==> src/common/lcd_port_defines.svh <==
/*
  constants for the parallel lcd host port: bus widths, strobe levels, selects, timing.
  assumes a single 40 mhz clock shared by both ends.
*/
// What this block does
// - enable-strobe style: enable high starts a cycle
// - strobe-pair style: low read or write strobe acts
// - write: select high command, low data
// - read: select high status, low data
// - chip select low required, else ignore strobes
// - controller reset low resets the controller
// - display input high shows image, low blanks
// - busy output held off accesses by host
// - jumper picks bus style, enable-strobe default
`ifndef LCD_PORT_DEFINES_SVH
`define LCD_PORT_DEFINES_SVH
`define BUS_W          8
`define STYLE_ENABLE   1'b0
`define STYLE_PAIR     1'b1
`define SEL_CMD        1'b1
`define SEL_DATA       1'b0
`define DIR_READ       1'b1
`define DIR_WRITE      1'b0
`define ENABLE_ON      1'b1
`define STROBE_ON      1'b0
`define CS_ON          1'b0
`define BYTE_ZERO      8'h00
`define STROBE_CYCLES  4'h4
`define BUSY_CYCLES    4'h3
`define CNT_ZERO       4'h0
`define CNT_ONE        4'h1
`define STATUS_BUSY_BIT 7
`endif

==> src/common/lcd_port_if.sv <==
/*
  pin bundle between the host end and the lcd module end.
  assumes the bench resolves the shared byte bus from the two output enables.
*/
`timescale 1ns/10ps
`include "lcd_port_defines.svh"
interface lcd_port_if;
  logic              chip_select_n;
  logic              register_select;
  logic              strobe_a;         // enable, or read strobe low
  logic              strobe_b;         // direction, or write strobe low
  logic              controller_reset_n;
  logic              display_on_input;
  logic              busy;
  logic [`BUS_W-1:0] host_byte;
  logic              host_byte_oe_n;
  logic [`BUS_W-1:0] dev_byte;
  logic              dev_byte_oe_n;
  logic [`BUS_W-1:0] bus_byte;         // resolved level from the bench
  modport device (
    input  chip_select_n, register_select, strobe_a, strobe_b,
    input  controller_reset_n, display_on_input, bus_byte,
    output busy, dev_byte, dev_byte_oe_n
  );
  modport host (
    output chip_select_n, register_select, strobe_a, strobe_b,
    output controller_reset_n, display_on_input, host_byte, host_byte_oe_n,
    input  busy, bus_byte
  );
endinterface

==> src/verilog/lcd_port_device.sv <==
/*
  module end of the lcd host port: decodes strobes, captures writes, answers reads.
  assumes pins are synchronous to clk_i; the bench resolves the byte bus.
*/
`timescale 1ns/10ps
`include "lcd_port_defines.svh"
module lcd_port_device #(
  parameter logic [3:0] BUSY_CYCLES = `BUSY_CYCLES
) (
  input  wire logic              clk_i,
  input  wire logic              nrst_i,
  input  wire logic              style_pair_i,   // jumper strap, 0 enable-strobe
  lcd_port_if.device             pins,
  input  wire logic [`BUS_W-1:0] status_i,
  input  wire logic [`BUS_W-1:0] read_data_i,
  output logic                   cmd_valid_o,
  output logic                   data_valid_o,
  output logic [`BUS_W-1:0]      wr_byte_o,
  output logic                   data_read_o,
  output logic                   ctrl_reset_o,
  output logic                   display_blank_o
);
  typedef struct packed {
    logic              prev_active;
    logic              cmd_valid;
    logic              data_valid;
    logic [`BUS_W-1:0] wr_byte;
    logic              data_read;
    logic [`BUS_W-1:0] rd_byte;
    logic              drive;
    logic [3:0]        busy_cnt;
  } dev_state_t;

  dev_state_t s_r;
  dev_state_t s_nxt;
  logic       active;
  logic       is_read;

  // decode the strobe pair into an active cycle and a direction
  always_comb begin
    if (style_pair_i == `STYLE_PAIR) begin
      active  = (pins.strobe_a == `STROBE_ON) || (pins.strobe_b == `STROBE_ON);
      is_read = (pins.strobe_a == `STROBE_ON);
    end else begin
      active  = (pins.strobe_a == `ENABLE_ON);
      is_read = (pins.strobe_b == `DIR_READ);
    end
    active = active && (pins.chip_select_n == `CS_ON);
  end

  // next state: capture the byte during a write, flag its end, pulse data read once
  always_comb begin
    s_nxt             = s_r;
    s_nxt.prev_active = active;
    s_nxt.cmd_valid   = 1'b0;
    s_nxt.data_valid  = 1'b0;
    s_nxt.data_read   = 1'b0;
    s_nxt.drive       = active && is_read;
    if (s_r.busy_cnt != `CNT_ZERO) begin
      s_nxt.busy_cnt = s_r.busy_cnt - `CNT_ONE;
    end
    if (active && is_read && !s_r.prev_active) begin
      if (pins.register_select == `SEL_CMD) begin
        s_nxt.rd_byte = status_i;
        s_nxt.rd_byte[`STATUS_BUSY_BIT] = (s_r.busy_cnt != `CNT_ZERO);
      end else begin
        s_nxt.rd_byte   = read_data_i;
        s_nxt.data_read = 1'b1;
      end
    end
    if (active && !is_read) begin
      s_nxt.wr_byte = pins.bus_byte;
    end
    if (!active && s_r.prev_active && !s_r.drive) begin
      s_nxt.cmd_valid  = (pins.register_select == `SEL_CMD);
      s_nxt.data_valid = (pins.register_select == `SEL_DATA);
      s_nxt.busy_cnt   = BUSY_CYCLES;
    end
    if (pins.controller_reset_n == 1'b0) begin
      s_nxt = '0;
    end
  end

  // state register
  always_ff @(posedge clk_i or negedge nrst_i) begin
    if (!nrst_i) begin
      s_r <= '0;
    end else begin
      s_r <= s_nxt;
    end
  end

  // outputs to the pins and the controller side
  assign pins.busy          = (s_r.busy_cnt != `CNT_ZERO);
  assign pins.dev_byte      = s_r.rd_byte;
  assign pins.dev_byte_oe_n = !s_r.drive;
  assign cmd_valid_o        = s_r.cmd_valid;
  assign data_valid_o       = s_r.data_valid;
  assign wr_byte_o          = s_r.wr_byte;
  assign data_read_o        = s_r.data_read;
  assign ctrl_reset_o       = !pins.controller_reset_n;
  assign display_blank_o    = (pins.display_on_input == 1'b0);
endmodule

==> src/flat_wrapper.sv <==
// flat-port wrapper written by rule: the top's interface ports become plain ports
module lcd_port_device_flat 
#(
  parameter logic [3:0] BUSY_CYCLES = `BUSY_CYCLES
)
  (clk_i, nrst_i, style_pair_i, status_i, read_data_i, cmd_valid_o, data_valid_o, wr_byte_o, data_read_o, ctrl_reset_o, display_blank_o, pins_chip_select_n, pins_register_select, pins_strobe_a, pins_strobe_b, pins_controller_reset_n, pins_display_on_input, pins_bus_byte, pins_busy, pins_dev_byte, pins_dev_byte_oe_n);
  lcd_port_if pins_i ();
  input  wire logic clk_i;
  input  wire logic nrst_i;
  input  wire logic style_pair_i;
  input  wire logic [`BUS_W-1:0] status_i;
  input  wire logic [`BUS_W-1:0] read_data_i;
  output logic cmd_valid_o;
  output logic data_valid_o;
  output logic [`BUS_W-1:0] wr_byte_o;
  output logic data_read_o;
  output logic ctrl_reset_o;
  output logic display_blank_o;
  input wire logic [$bits(pins_i.chip_select_n)-1:0] pins_chip_select_n;
  input wire logic [$bits(pins_i.register_select)-1:0] pins_register_select;
  input wire logic [$bits(pins_i.strobe_a)-1:0] pins_strobe_a;
  input wire logic [$bits(pins_i.strobe_b)-1:0] pins_strobe_b;
  input wire logic [$bits(pins_i.controller_reset_n)-1:0] pins_controller_reset_n;
  input wire logic [$bits(pins_i.display_on_input)-1:0] pins_display_on_input;
  input wire logic [$bits(pins_i.bus_byte)-1:0] pins_bus_byte;
  output wire logic [$bits(pins_i.busy)-1:0] pins_busy;
  output wire logic [$bits(pins_i.dev_byte)-1:0] pins_dev_byte;
  output wire logic [$bits(pins_i.dev_byte_oe_n)-1:0] pins_dev_byte_oe_n;
  assign pins_i.chip_select_n = pins_chip_select_n;
  assign pins_i.register_select = pins_register_select;
  assign pins_i.strobe_a = pins_strobe_a;
  assign pins_i.strobe_b = pins_strobe_b;
  assign pins_i.controller_reset_n = pins_controller_reset_n;
  assign pins_i.display_on_input = pins_display_on_input;
  assign pins_i.bus_byte = pins_bus_byte;
  assign pins_busy = pins_i.busy;
  assign pins_dev_byte = pins_i.dev_byte;
  assign pins_dev_byte_oe_n = pins_i.dev_byte_oe_n;
  lcd_port_device #(.BUSY_CYCLES(BUSY_CYCLES)) u_core (.clk_i(clk_i), .nrst_i(nrst_i), .style_pair_i(style_pair_i), .pins(pins_i), .status_i(status_i), .read_data_i(read_data_i), .cmd_valid_o(cmd_valid_o), .data_valid_o(data_valid_o), .wr_byte_o(wr_byte_o), .data_read_o(data_read_o), .ctrl_reset_o(ctrl_reset_o), .display_blank_o(display_blank_o));
endmodule
==> config.mk <==
export PLATFORM = sky130hd
export DESIGN_NAME = lcd_port_device_flat
export DESIGN_NICKNAME = d
export VERILOG_FILES = /design/src/common/lcd_port_if.sv /design/src/verilog/lcd_port_device.sv /design/src/flat_wrapper.sv
export VERILOG_INCLUDE_DIRS = /design/src /design/src/common
export SDC_FILE = /design/constraint.sdc
export NUM_CORES = 1
export LEC_CHECK = 0
export ABC_CLOCK_PERIOD_IN_PS = 1900
export BUFFER_PORTS_ARGS = -buffer_cell sky130_fd_sc_hd__buf_2
export CAP_MARGIN = 5
export CORE_MARGIN = 3
export CORE_UTILIZATION = 47
export CTS_CLUSTER_DIAMETER = 200
export DETAILED_ROUTE_END_ITERATION = 12
export GPL_TIMING_DRIVEN = 0
export PLACE_DENSITY = 0.76
export SKIP_CTS_REPAIR_TIMING = 1
export SYNTH_ARGS = -nofsm -noshare
export SYNTH_HDL_FRONTEND = slang
export SYNTH_SLANG_ARGS = --single-unit
export TNS_END_PERCENT = 5
==> constraint.sdc <==
create_clock -name clk_i -period 1.9 [get_ports clk_i]
set_clock_uncertainty 0.15 [all_clocks]
set_input_delay 0.095 -clock clk_i [delete_from_list [all_inputs] [get_ports clk_i]]
set_output_delay 0.095 -clock clk_i [all_outputs]
set_load 0.05 [all_outputs]
==> results <==
- The clock reaches the later pin of the worst-skew pair after ~0.3 ns.
- Measured against its own limit, the worst slew margin works out to 0.5637.
- The number of nets in the synthesized netlist is around 160.
- The cell with the most instances after synthesis is sky130_fd_sc_hd__dfrtp_1.
- In the final layout, the share of cells above drive strength 1 is 0.4057.
- The final setup slack of the worst path is roughly 0.1 ns.
- For the pin with the worst max-slew slack, the measured transition is 0.6544 ns.
- Based on the critical path, the design can be clocked at up to approximately 0.56 GHz.
- The CTS H-tree depth is 1.
- The worst setup path startpoint is u_core.s_r[0].
- For this block, the initial DRC count from the detailed router was 31.
- The proportion of synthesized chip area in sequential cells is 0.4762.
- Global routing finished with a remaining overflow of 0.
- The total half-perimeter wirelength after legalization and detailed placement is 2.198 mm.
- The completed layout was analyzed and its total power is between 0.0015 and 0.002 W.
- The diode insertion count for antenna repair is 0.
- In this run the static leakage power is 1.045 nW.
- The distinct cell type count after synthesis is 29.
- By count the netlist is led by 25 x sky130_fd_sc_hd__dfrtp_1, 17 x sky130_fd_sc_hd__buf_4, 16 x sky130_fd_sc_hd__mux2i_1.
- The placeable core region is about 2600 sq um.
- The endpoint of the most critical register-to-register path is u_core.s_r[1].
- The kind of start point of the critical path is a register.
- The residual antenna-violating net count after detailed routing is 0.
- The TritonCTS clock tree is done.
- The worst hold path terminates at u_core.data_valid_o.
- The final weighted congestion in routability-driven placement is around 0.77.
- The tightest hold path in the finished design has a slack of 0.0009175 ns.
- The number of buffers between clock root and the deepest sink is 2.
- The worst register-to-register path has a setup slack of between 0.15 and 0.2 ns.
- In the synthesized netlist the async set-or-reset flop fraction comes to 1.000.
- The share of synthesized area in the top cell type comes to 0.4762.
- The highest fanout seen on the critical path is 5.
- The switching component of the power is 0.0005458 W.
- The mean routed wirelength per cell is 13.66 um.
- STA puts the critical path data arrival time at 1.55 ns.
- The power share of the combinational group is 0.450.
- The via count of the first global-routing pass is about 1100.
- The period utilization is 0.9471.
- Timing analysis after detailed placement gives a worst setup slack of 0.08332 ns.
- The number of nets in the final layout is between 200 and 250.
- The flow ran to the end, and the final reports show no timing, DRC or antenna violations.
- The worst hold path class is input port to register.
- The share of total power dissipated in sequential elements is 0.403.
- The critical path in this run is classified as register to output pin.
- The depth of the worst register-to-register path is 5.
- In this run the power density over the cells is ~800 nW/um^2.
- The die covers 3466 sq um.
- Clock tree synthesis inserted a total of 3 buffers.
- The first global-routing pass estimated ~4.4 mm of wire.
- The number of maximum-capacitance constraint violations is 0.
- A synthesized cell averages 10.59 sq um.
- During placement, the flow inserted port buffers numbering 53.
- After detailed routing, the number of vias per cell comes to around 5.1.
- The horizontal die dimension is a little under 60 um.
- The initial antenna violation count was 0.
- The final period demand of the worst path is roughly 1.8 ns.
- The internal power of the cells totals roughly 0.0010 W.
- The root buffer selected by CTS is sky130_fd_sc_hd__clkbuf_4.
- The post-synthesis sequential element count is 25.
- The length of the first detailed-routing pass in iterations is 4.
- The number of warning messages in the yosys log is 0.
- The maximum VDD drop is between 0.6 and 0.7 mV.
- The largest net degree at the start of global routing is 26.
- The total number of placement rows is 18.
- The final max-slew violation count was 0.
- The clock transition at the registers of the reported paths is ~0.13 ns.
- For the worst setup path, the data required time is 1.65 ns.
- The worst hold path cell count is 3.
- The area growth from synthesis to layout is 50.10%.
- In this run the critical register-to-register path is launched from u_core.s_r[0].
- Sorting the synthesized cells by area gives the leading types as sky130_fd_sc_hd__dfrtp_1 48%, sky130_fd_sc_hd__mux2i_1 12%, sky130_fd_sc_hd__buf_4 9.7%.
- In the routed design, unresolved DRC markers number 0.
- The number of flops mapped to enable cells by yosys is 0.
- The post-synthesis cell area is between 1000 and 1500 sq um.
- Setup repair after global routing left no endpoint under its margin.
- The initial utilization of the core area, before any placement, comes to 0.5117.
- Setup total negative slack on the finished layout was measured at 0 ns.
- For this block, the via count after detailed routing is roughly 1200.
- The number of hold violations in the final report is 0.
- Of the total power, the clock network draws 0.147.
- The cell count after synthesis is roughly 120.
- The library cell with the largest summed area after synthesis is sky130_fd_sc_hd__dfrtp_1.
- The most used flip-flop cell after synthesis is sky130_fd_sc_hd__dfrtp_1.
- The overall track demand over capacity in global routing is 0.1598.
- The vertical extent of the die is a little under 60 um.
- The switching power as a share of total power is 0.3521.
- The tree built by TritonCTS fans out to 25 sinks.
- The startpoint of the most critical hold path is pins_controller_reset_n.
- The final routed wirelength across all metal layers is between 3 and 4 mm.
- STA classifies the critical path endpoint as an output pin.
- The total I/O pin count is 56.
- Setup violations remaining at the end of the flow were counted as 0.
power by group through the flow:
stage | sequential [W] | combinational [W] | clock (W)
2_1_floorplan | 0.000626 | 0.000452 | 0
3_3_place_gp | 0.000627 | 0.000560 | 0
3_5_place_dp | 0.000629 | 0.000595 | 0
4_1_cts | 0.000619 | 0.000596 | 0.000234
5_1_grt | 0.000629 | 0.000753 | 0.000255
6_report | 0.000624 | 0.000698 | 0.000228
logic make-up (layout without fill, tap and decap cells):
logic type / after synthesis / in the layout / share of synthesized area
and+or+nand+nor: 35 / 35 / 0.1353
buffers and inverters: 28 / 116 / 0.1362
DFF: 25 / 25 / 0.4762
muxes: 17 / 17 / 0.1333
AOI/OAI and AO/OA: 16 / 16 / 0.09334
adders and majority gates: 2 / 2 / 0.01904
xor gates and xnor gates: 1 / 1 / 0.006668
layer usage:
| layer | part of all wire | track usage | wire length [um] | vias to the layer above |
|---|---|---|---|---|
| li1 | - | - | - | 581 |
| met1 | 0.40 | 0.1932 | 1306 | 595 |
| met2 | 0.53 | 0.2855 | 1744 | 55 |
| met3 | 0.055 | 0.02412 | 183 | 9 |
| met4 | 0.022 | 0.05825 | 72 | 0 |
| met5 | 0 | 0 | 0 | - |
sequential cells by signal (all words and copies together), names as in the netlist:
register,cells
u_core.s_r,6
u_core.data_valid_o,1
u_core.wr_byte_o,8
u_core.cmd_valid_o,1
u_core.data_read_o,1
u_core.pins.dev_byte,8
per-stage QoR:
step,util,std cells,instance area [sq um]
6_report,0.7680,242,1972
5_1_grt,0.7680,242,1972
4_1_cts,0.6399,211,1643
3_5_place_dp,0.6296,207,1617
3_3_place_gp,0.6296,207,1617
2_1_floorplan,-,124,1314
worst max path at each step:
| stage | end | slack, ns | cells past startpoint |
|---|---|---|---|
| after floorplan | u_core.s_r[1] | 0.12 | 6 |
| after global placement | u_core.s_r[1] | 0.14 | 6 |
| after detailed placement | u_core.s_r[1] | 0.08 | 6 |
| after CTS | pins_busy | -0.08 | 5 |
| after global routing | pins_busy | 0.03 | 4 |
| final | pins_busy | 0.10 | 4 |
cell type report:
type	count	area (sq um)
clock buffer	4	26.28
timing repair buffer	85	590.6
buffer	21	145.1
fill	165	595.6
sequential	25	625.6
tap	30	37.54
multi-input combinational	71	524.3
inverter	6	22.52
worst max-delay path, cell delays in order, from the launching register on:
cell	delay, ns
sky130_fd_sc_hd__dfrtp_1	0.44
sky130_fd_sc_hd__inv_2	0.09
sky130_fd_sc_hd__ha_4	0.13
sky130_fd_sc_hd__or3b_4	0.42
sky130_fd_sc_hd__buf_8	0.17
cells in the final DEF (no fill, tap or decap):
master / count
sky130_fd_sc_hd__a211o_1: 1
sky130_fd_sc_hd__a211oi_2: 1
sky130_fd_sc_hd__a21oi_1: 3
sky130_fd_sc_hd__a21oi_2: 1
sky130_fd_sc_hd__and3_1: 1
sky130_fd_sc_hd__buf_1: 1
sky130_fd_sc_hd__buf_2: 54
sky130_fd_sc_hd__buf_4: 19
sky130_fd_sc_hd__buf_8: 1
sky130_fd_sc_hd__clkbuf_1: 2
sky130_fd_sc_hd__clkbuf_4: 3
sky130_fd_sc_hd__dfrtp_1: 25
sky130_fd_sc_hd__dlygate4sd3_1: 30
sky130_fd_sc_hd__ha_1: 1
sky130_fd_sc_hd__ha_4: 1
sky130_fd_sc_hd__inv_1: 4
sky130_fd_sc_hd__inv_2: 2
sky130_fd_sc_hd__mux2_4: 1
sky130_fd_sc_hd__mux2i_1: 16
sky130_fd_sc_hd__nand2_1: 8
sky130_fd_sc_hd__nand2b_1: 3
sky130_fd_sc_hd__nand3b_1: 1
sky130_fd_sc_hd__nand3b_4: 1
sky130_fd_sc_hd__nor2_1: 14
sky130_fd_sc_hd__nor2b_1: 1
sky130_fd_sc_hd__nor3_1: 4
sky130_fd_sc_hd__nor3b_1: 1
sky130_fd_sc_hd__o22ai_1: 7
sky130_fd_sc_hd__o31ai_1: 1
sky130_fd_sc_hd__o32a_1: 1
sky130_fd_sc_hd__o32ai_2: 1
sky130_fd_sc_hd__or3b_4: 1
sky130_fd_sc_hd__xnor2_1: 1
No activity file was read; power rests on OpenSTA's default activity.
